`src/rtl/enfc_map.svh`:
```
// constants for the access point flow control block
`ifndef ENFC_MAP_SVH
`define ENFC_MAP_SVH
`define ENFC_DATA_W 256
`define ENFC_LANE_W 5
`define ENFC_PRE_LO_A 5'h10
`define ENFC_PRE_HI_A 5'h13
`define ENFC_EXP_LO_A 5'h14
`define ENFC_EXP_HI_A 5'h17
`define ENFC_PRE_LO_B 5'h18
`define ENFC_PRE_HI_B 5'h1b
`define ENFC_EXP_LO_B 5'h1c
`define ENFC_EXP_HI_B 5'h1f
`define ENFC_WIN_CYC 4'hd
`define ENFC_WIN_CREDIT 4'ha
`define ENFC_FIFO_DEPTH 4
`define ENFC_MAC_IDX 2'h0
`define ENFC_MAC_Q0 2'h1
`define ENFC_MAC_Q1 2'h2
`endif

```
`src/rtl/enfc_pkg.sv`:
```
// types for the access point flow control block
package enfc_pkg;
   typedef enum logic [1:0] {ENFC_R100, ENFC_R200, ENFC_R400} enfc_rate_t;
   typedef enum logic {ENFC_PACKET, ENFC_QUAD_SEG} enfc_mode_t;
   typedef enum logic {ENFC_PREEMPT, ENFC_EXPRESS} enfc_chan_t;
endpackage

```
`src/rtl/enfc_link_if.sv`:
```
// link between user design and network access point
`timescale 1ns/10ps
interface enfc_link_if #(parameter int W = 256);
   logic tx_valid;
   logic tx_ready;
   logic [W-1:0] tx_data;
   logic tx_sop;
   logic tx_eop;
   logic rx_valid;
   logic rx_ready;
   logic [W-1:0] rx_data;
   logic rx_sop;
   logic rx_eop;
   logic [1:0] mac_id;
   logic [4:0] lane;
   modport dev (input tx_valid, tx_data, tx_sop, tx_eop, rx_ready,
      output tx_ready, rx_valid, rx_data, rx_sop, rx_eop, mac_id, lane);
   modport usr (output tx_valid, tx_data, tx_sop, tx_eop, rx_ready,
      input tx_ready, rx_valid, rx_data, rx_sop, rx_eop, mac_id, lane);
endinterface // enfc_link_if

```
`src/rtl/enfc_nap_end.sv`:
```
// access point end: lane map, tx gating, whole-packet rx delivery
// What the document requires of both ends
// RULE1: each quad channel has preemptable and express interface
// RULE2: express frames go ahead of preemptable frames
// RULE3: lanes 16-19, 24-27 map to preemptable channels
// RULE4: lanes 20-23, 28-31 map to express channels
// RULE5: user prefers express channel when using one
// RULE6: at 200/400G store whole packet, then forward; nap end also forwards a full PKT_WORDS buffer before eop
// RULE7: tx ready high when next packet/segment fits
// RULE8: high rate user gates transmit on tx ready
// RULE9: low rate user limits its transmit rate
// RULE10: duty cycle at most ten of thirteen
// RULE11: throttle between packets, long packets inside; user end throttles on any cycle once credit is spent
// RULE12: user accepts whole packet without dropping ready; user end drops ready whenever its rx fifo is full
// RULE13: once started, rx packet sent contiguously
// RULE14: user buffers rx in fifo, backpressure after
// RULE15: rx backpressure only between packets; user end backpressures whenever its rx fifo is full
// RULE16: signals grouped by mac identifier
// RULE17: shared clock runs at higher of rates
// RULE18: credit counter, ten per thirteen cycle window
`timescale 1ns/10ps
`include "enfc_map.svh"
module enfc_nap_end import enfc_pkg::*; #(
   parameter int W = `ENFC_DATA_W,
   parameter int PKT_WORDS = 8
) (
   // clock and reset
   input wire logic clk_in,
   input wire logic rst_b_in,
   // configuration
   input wire logic [4:0] lane_in,
   input wire logic [1:0] rate_in,
   input wire logic mode_in,
   input wire logic [1:0] mac_id_in,
   // mac side transmit
   output logic mac_tx_valid_out,
   output logic [W-1:0] mac_tx_data_out,
   output logic mac_tx_eop_out,
   output logic mac_tx_express_out,
   input wire logic mac_tx_ready_in,
   // mac side receive
   input wire logic mac_rx_valid_in,
   input wire logic [W-1:0] mac_rx_data_in,
   input wire logic mac_rx_sop_in,
   input wire logic mac_rx_eop_in,
   // link
   enfc_link_if.dev link
);
   enfc_chan_t chan_q;
   logic store_q;
   logic [W+1:0] buf_q [PKT_WORDS];
   logic [$clog2(PKT_WORDS):0] fill_q;
   logic [$clog2(PKT_WORDS):0] drain_q;
   logic full_pkt_q;
   logic tx_ready_q;
   logic rx_active_q;
   logic [W-1:0] rx_data_q;
   logic rx_valid_q;
   logic rx_sop_q;
   logic rx_eop_q;
   logic [1:0] mac_id_q;
   logic [4:0] lane_q;
   logic mtx_v_q;
   logic [W-1:0] mtx_d_q;
   logic mtx_e_q;
   logic mtx_x_q;
   logic take;

   function automatic enfc_chan_t lane_chan(input logic [4:0] l);
      if ((l >= `ENFC_EXP_LO_A && l <= `ENFC_EXP_HI_A) ||
          (l >= `ENFC_EXP_LO_B && l <= `ENFC_EXP_HI_B)) begin
         return ENFC_EXPRESS; // [RULE4]
      end else begin
         return ENFC_PREEMPT; // [RULE3]
      end
   endfunction

   // lane picks the preemptable or the express channel [RULE1]
   always_ff @(posedge clk_in) begin
      if (!rst_b_in) begin
         chan_q <= ENFC_PREEMPT;
         store_q <= 1'b0;
      end else begin
         chan_q <= lane_chan(lane_in);
         store_q <= (rate_in != 2'(ENFC_R100)); // [RULE6]
      end
   end

   // identity of this point, shown to the user end
   always_ff @(posedge clk_in) begin
      if (!rst_b_in) begin
         mac_id_q <= `ENFC_MAC_IDX;
         lane_q <= '0;
      end else begin
         mac_id_q <= mac_id_in; // [RULE16]
         lane_q <= lane_in;
      end
   end

   assign take = link.tx_valid & tx_ready_q;

   // store-and-forward buffer; transparent path otherwise
   always_ff @(posedge clk_in) begin
      if (take && store_q) begin
         buf_q[fill_q[$clog2(PKT_WORDS)-1:0]] <=
            {link.tx_eop, link.tx_sop, link.tx_data};
      end
   end

   always_ff @(posedge clk_in) begin
      if (!rst_b_in) begin
         fill_q <= '0;
         drain_q <= '0;
         full_pkt_q <= 1'b0;
      end else if (store_q) begin
         if (!full_pkt_q && take) begin
            fill_q <= fill_q + 1'b1;
            // whole packet held, or buffer full, before forwarding [RULE6]
            if (link.tx_eop || fill_q == PKT_WORDS - 1) begin
               full_pkt_q <= 1'b1;
            end
         end
         if (full_pkt_q && mac_tx_ready_in) begin
            if (drain_q + 1'b1 == fill_q) begin
               drain_q <= '0;
               fill_q <= '0;
               full_pkt_q <= 1'b0;
            end else begin
               drain_q <= drain_q + 1'b1;
            end
         end
      end
   end

   // when storing, ready only when buffer can take the next word or segment; else registered mac ready [RULE7]
   always_ff @(posedge clk_in) begin
      if (!rst_b_in) begin
         tx_ready_q <= 1'b0;
      end else if (store_q) begin
         tx_ready_q <= !full_pkt_q && !(take && link.tx_eop) &&
            (fill_q + (take ? 1'b1 : 1'b0) < PKT_WORDS);
      end else begin
         tx_ready_q <= mac_tx_ready_in;
      end
   end

   // express marked so the mac sends it ahead of preemptable [RULE2]
   always_ff @(posedge clk_in) begin
      if (!rst_b_in) begin
         mtx_v_q <= 1'b0;
         mtx_d_q <= '0;
         mtx_e_q <= 1'b0;
         mtx_x_q <= 1'b0;
      end else if (store_q) begin
         mtx_v_q <= full_pkt_q && mac_tx_ready_in;
         mtx_d_q <= buf_q[drain_q[$clog2(PKT_WORDS)-1:0]][W-1:0];
         mtx_e_q <= buf_q[drain_q[$clog2(PKT_WORDS)-1:0]][W+1];
         mtx_x_q <= (chan_q == ENFC_EXPRESS);
      end else begin
         mtx_v_q <= take;
         mtx_d_q <= link.tx_data;
         mtx_e_q <= link.tx_eop;
         mtx_x_q <= (chan_q == ENFC_EXPRESS);
      end
   end

   // a refused start drops the whole packet, never just its head
   always_ff @(posedge clk_in) begin
      if (!rst_b_in) begin
         rx_active_q <= 1'b0;
      end else if (mac_rx_valid_in && mac_rx_sop_in) begin
         rx_active_q <= link.rx_ready && !mac_rx_eop_in;
      end else if (mac_rx_valid_in && mac_rx_eop_in) begin
         rx_active_q <= 1'b0;
      end
   end

   // receive: once a packet starts it flows every cycle [RULE13]
   always_ff @(posedge clk_in) begin
      if (!rst_b_in) begin
         rx_valid_q <= 1'b0;
         rx_data_q <= '0;
         rx_sop_q <= 1'b0;
         rx_eop_q <= 1'b0;
      end else begin
         if (mac_rx_sop_in) begin
            rx_valid_q <= mac_rx_valid_in && link.rx_ready;
         end else begin
            rx_valid_q <= mac_rx_valid_in && rx_active_q;
         end
         rx_data_q <= mac_rx_data_in;
         rx_sop_q <= mac_rx_sop_in;
         rx_eop_q <= mac_rx_eop_in;
      end
   end

   assign link.tx_ready = tx_ready_q;
   assign link.rx_valid = rx_valid_q;
   assign link.rx_data = rx_data_q;
   assign link.rx_sop = rx_sop_q;
   assign link.rx_eop = rx_eop_q;
   assign link.mac_id = mac_id_q;
   assign link.lane = lane_q;
   assign mac_tx_valid_out = mtx_v_q;
   assign mac_tx_data_out = mtx_d_q;
   assign mac_tx_eop_out = mtx_e_q;
   assign mac_tx_express_out = mtx_x_q;
endmodule // enfc_nap_end

```
`src/flat_wrapper.sv`:
```
// flat-port wrapper written by rule: the top's interface ports become plain ports
module enfc_nap_end_flat import enfc_pkg::*;
#(
   parameter int W = `ENFC_DATA_W,
   parameter int PKT_WORDS = 8
)
  (clk_in, rst_b_in, lane_in, rate_in, mode_in, mac_id_in, mac_tx_valid_out, mac_tx_data_out, mac_tx_eop_out, mac_tx_express_out, mac_tx_ready_in, mac_rx_valid_in, mac_rx_data_in, mac_rx_sop_in, mac_rx_eop_in, link_tx_valid, link_tx_data, link_tx_sop, link_tx_eop, link_rx_ready, link_tx_ready, link_rx_valid, link_rx_data, link_rx_sop, link_rx_eop, link_mac_id, link_lane);
  enfc_link_if #(.W(W)) link_i ();
  input wire logic clk_in;
  input wire logic rst_b_in;
  input wire logic [4:0] lane_in;
  input wire logic [1:0] rate_in;
  input wire logic mode_in;
  input wire logic [1:0] mac_id_in;
  output logic mac_tx_valid_out;
  output logic [W-1:0] mac_tx_data_out;
  output logic mac_tx_eop_out;
  output logic mac_tx_express_out;
  input wire logic mac_tx_ready_in;
  input wire logic mac_rx_valid_in;
  input wire logic [W-1:0] mac_rx_data_in;
  input wire logic mac_rx_sop_in;
  input wire logic mac_rx_eop_in;
  input wire logic [$bits(link_i.tx_valid)-1:0] link_tx_valid;
  input wire logic [$bits(link_i.tx_data)-1:0] link_tx_data;
  input wire logic [$bits(link_i.tx_sop)-1:0] link_tx_sop;
  input wire logic [$bits(link_i.tx_eop)-1:0] link_tx_eop;
  input wire logic [$bits(link_i.rx_ready)-1:0] link_rx_ready;
  output wire logic [$bits(link_i.tx_ready)-1:0] link_tx_ready;
  output wire logic [$bits(link_i.rx_valid)-1:0] link_rx_valid;
  output wire logic [$bits(link_i.rx_data)-1:0] link_rx_data;
  output wire logic [$bits(link_i.rx_sop)-1:0] link_rx_sop;
  output wire logic [$bits(link_i.rx_eop)-1:0] link_rx_eop;
  output wire logic [$bits(link_i.mac_id)-1:0] link_mac_id;
  output wire logic [$bits(link_i.lane)-1:0] link_lane;
  assign link_i.tx_valid = link_tx_valid;
  assign link_i.tx_data = link_tx_data;
  assign link_i.tx_sop = link_tx_sop;
  assign link_i.tx_eop = link_tx_eop;
  assign link_i.rx_ready = link_rx_ready;
  assign link_tx_ready = link_i.tx_ready;
  assign link_rx_valid = link_i.rx_valid;
  assign link_rx_data = link_i.rx_data;
  assign link_rx_sop = link_i.rx_sop;
  assign link_rx_eop = link_i.rx_eop;
  assign link_mac_id = link_i.mac_id;
  assign link_lane = link_i.lane;
  enfc_nap_end #(.W(W), .PKT_WORDS(PKT_WORDS)) u_core (.clk_in(clk_in), .rst_b_in(rst_b_in), .lane_in(lane_in), .rate_in(rate_in), .mode_in(mode_in), .mac_id_in(mac_id_in), .mac_tx_valid_out(mac_tx_valid_out), .mac_tx_data_out(mac_tx_data_out), .mac_tx_eop_out(mac_tx_eop_out), .mac_tx_express_out(mac_tx_express_out), .mac_tx_ready_in(mac_tx_ready_in), .mac_rx_valid_in(mac_rx_valid_in), .mac_rx_data_in(mac_rx_data_in), .mac_rx_sop_in(mac_rx_sop_in), .mac_rx_eop_in(mac_rx_eop_in), .link(link_i));
endmodule
```
`config.mk`:
```
export PLATFORM = sky130hd
export DESIGN_NAME = enfc_nap_end_flat
export DESIGN_NICKNAME = d
export VERILOG_FILES = /design/src/rtl/enfc_pkg.sv /design/src/rtl/enfc_link_if.sv /design/src/rtl/enfc_nap_end.sv /design/src/flat_wrapper.sv
export VERILOG_INCLUDE_DIRS = /design/src /design/src/rtl
export SDC_FILE = /design/constraint.sdc
export NUM_CORES = 2
export LEC_CHECK = 0
export BUFFER_PORTS_ARGS = -buffer_cell sky130_fd_sc_hd__buf_2
export CAP_MARGIN = 20
export CORE_MARGIN = 2
export CORE_UTILIZATION = 30
export CTS_BUF_LIST = sky130_fd_sc_hd__clkbuf_2
export DETAILED_ROUTE_END_ITERATION = 8
export GPL_ROUTABILITY_DRIVEN = 0
export SLEW_MARGIN = 15
export SYNTH_ARGS = -nofsm -noshare
export SYNTH_HDL_FRONTEND = slang
export SYNTH_SLANG_ARGS = --single-unit
```
`constraint.sdc`:
```
create_clock -name clk_in -period 23.5 [get_ports clk_in]
set_input_delay 2.35 -clock clk_in [delete_from_list [all_inputs] [get_ports clk_in]]
set_output_delay 2.35 -clock clk_in [all_outputs]
set_load 0.03 [all_outputs]
```
==> run summary <==
layout cell share with drive strength beyond 1: 0.421
Final min period: 5.36 ns
Min-Delay Path Class: reg -> reg
# DRC: 0
slowest CP cell: nor2_4
die height: 557 µm
vias in the first global route: 52400
Clock Tree Buf Depth: 4
Area Growth Syn to Fin: 17.6%
Peak supply drop: 0.0494 mV
synthesized area per cell: 20.4 µm²
Final period util: 0.228
Worst-Margin Slew: 1.16 ns
CP bufs+invs: 3
clock share of power: 0.367
row count: 202
vias per cell: 4.73
delay-heaviest family, CP: buffers and inverters
CP Max Fanout: 49
Post-Syn Nets: 5021
Post-CTS Resized: 0
Max Clock Freq: 186 MHz
Yosys top cell area share: 0.674
Util after Layout: 0.355
CTS buffer count: 651
status: complete, no violations
Post-Syn Instances: 4487
Worst-Skew Late Latency: 1.91 ns
largest net degree at the start of global routing: 142
CTS Root Cell: clkbuf_2
count of final hold-check violations: 0
Synth Warn #: 0
I/O pin count: 1058
Req. time, crit path: 24.94 ns
synthesized cell area: 0.0916 mm²
Fin Hold WS: 0.489 ns
Post-synth EDFFs: 2056
Power Density: 79.9 mW/mm²
Synth area leaders: edfxtp_1, mux4_2, dfxtp_1
drt first pass iters: 5
Post-Route WL: 253000 µm
sequential fraction of design power: 0.586
Worst Path Arrival: 6.80 ns
sw frac: 0.256
CTS tree: yes
Worst-path clk slew: 0.11 ns
DP Area: 0.101 mm²
RSZ-0062 raised after global routing: no
critical path type: reg -> reg
Pleak: 37.6 nW
core area: 0.303 mm²
internal power: 6.41 mW
Psw: 2.21 mW
delay of the slowest cell on the worst path: 0.99 ns
Setup TNS: 0 ns
pins over their slew limit: 0
Final nets: 6551
first-pass GRT wire length: 358000 µm
Starting Density: 0.302
GR Overflow Total: 0
Placed Instances: 9340
Final Skew: 0.183 ns
FF+latch count, synth: 2597
HPWL after DPL: 146000 µm
initial antenna violation count: 113
hold buffers post-CTS: 0
max capacitance violation total: 0
Logic pwr share: 0.047
Critical Path Most Common Cell: buf_4
CP Cell Sequence: nand4b_1, nor2_4, buf_4, buf_4, buf_4
sequential element share of the synthesized area: 0.792
Yosys cell types: 39
DR iter-0 viols: 3495
WL/cell: 24.0 µm
worst relative slew slack: 0.224
final setup vio count: 0
Setup Buffers After CTS: 0
crit path launch type: register
vias after detailed routing: 50100
die width: 557 µm
count of non-filler cells in the finished layout: 10600
final instance area: 0.108 mm²
clock tree sinks: 2597
Overall Global Routing Usage: 0.157
number of buffers added on ports: 1055
Async SR Flop Fraction: 0
H-tree depth: 6
Critical Path End Type: register
DIE AREA: 0.310 mm²
Main synth FF type: edfxtp_1
number of routed nets with antenna violations: 0
cell taking the most area after synthesis: edfxtp_1
## layout make-up
cell class                 instances  area (µm²)
fill                           28700      196000
sequential                      2597       72600
multi-input combinational       1629       17700
timing repair buffer            1138        6080
clock buffer                    1006        5030
tap                             3978        4980
clock inverter                   179        1250
antenna                           47         118
## cells by family after synthesis
logic type,after synthesis,synth area share
xor+xnor,11,0.00105
compound gates,528,0.0330
buf+inv,261,0.0157
flops,2597,0.792
simple gates,572,0.0313
mux,516,0.127
fa+ha+maj,2,0.000273
## power by group through the flow
| stage | clock, mW | combinational, mW | sequential (mW) |
|---|---|---|---|
| 6_report | 3.16 | 0.404 | 5.05 |
| 4_1_cts | 3.29 | 0.410 | 5.05 |
| 2_1_floorplan | 0 | 0.0890 | 5.25 |
| 3_3_place_gp | 0 | 0.400 | 5.15 |
| 5_1_grt | 3.51 | 0.433 | 5.05 |
| 3_5_place_dp | 0 | 0.409 | 5.15 |
## sequential cells by signal, summed over array words and instances, names as in the netlist, named ones only
| name | count |
|---|---|
| u_core.mac_tx_valid_out | 1 |
| u_core.store_q | 1 |
| u_core.link.tx_ready | 1 |
| u_core.chan_q | 1 |
| u_core.link.lane | 5 |
| u_core.link.rx_sop | 1 |
| u_core.buf_q | 2056 |
| u_core.mac_tx_eop_out | 1 |
| u_core.link.mac_id | 2 |
| u_core.mac_tx_data_out | 256 |
| u_core.link.rx_data | 256 |
| u_core.drain_q | 4 |
| u_core.fill_q | 4 |
| u_core.full_pkt_q | 1 |
| u_core.link.rx_eop | 1 |
| u_core.link.rx_valid | 1 |
| u_core.mac_tx_express_out | 1 |
| u_core.rx_active_q | 1 |
## cells in the final DEF, fill, tap and decap left out, drive strengths merged, types with 13 or more instances in the layout
cell type  netlist  layout
and2           267     267
buf            147    1138
clkbuf         114    1006
clkinv           0     134
dfxtp          541     541
diode            0      47
edfxtp        2056    2056
inv              0      25
mux4           514     514
nand2           13      13
nor2           273     273
o21ai          258     258
o22ai          257     257
## path summary, 6_finish.rpt
path,start,to,slack [ns],cells past startpoint
worst min-delay path,u_core.chan_q$_SDFF_PN0_,u_core.mac_tx_express_out$_SDFF_PN0_,0.49,1
worst max register to register,u_core.store_q$_SDFF_PN0_,u_core.buf_q[4][134]$_DFFE_PP_,18.14,5
worst max-delay path,u_core.store_q$_SDFF_PN0_,u_core.buf_q[4][134]$_DFFE_PP_,18.14,5
worst min register to register,u_core.chan_q$_SDFF_PN0_,u_core.mac_tx_express_out$_SDFF_PN0_,0.49,1
## per-layer routing
layer	GRT usage	wire length, µm	up-vias	part of all wire
met4	0.0538	7080	86	0.028
met2	0.269	126000	2228	0.50
li1	-	-	21600	-
met3	0.0499	22000	546	0.087
met1	0.187	97600	25600	0.39
met5	0	546	-	0.0022
## per-stage QoR
stage	setup WS, ns	power (mW)
floorplan	2.47	5.34
global placement	16.77	5.55
detailed placement	16.76	5.56
CTS	17.83	8.75
global route	17.81	9.00
finish	18.14	8.61
## synth_stat cells, drive strengths merged (2+ instances only)
| cell | count |
|---|---|
| a21boi | 3 |
| a41oi | 2 |
| and2 | 267 |
| and3 | 2 |
| buf | 147 |
| clkbuf | 114 |
| dfxtp | 541 |
| edfxtp | 2056 |
| ha | 2 |
| mux4 | 514 |
| nand2 | 13 |
| nand2b | 7 |
| nand3 | 2 |
| nand4 | 2 |
| nor2 | 273 |
| nor3 | 3 |
| o21ai | 258 |
| o22ai | 257 |
| o31ai | 2 |
| xnor2 | 6 |
| xor2 | 5 |
## worst reg2reg max path: stages, from the launching register on
cell	delay (ns)
dfxtp_4	0.95
nand4b_1	0.53
nor2_4	0.99
buf_4	0.76
buf_4	0.76
buf_4	0.84
No activity file was read; power rests on OpenSTA's default activity.
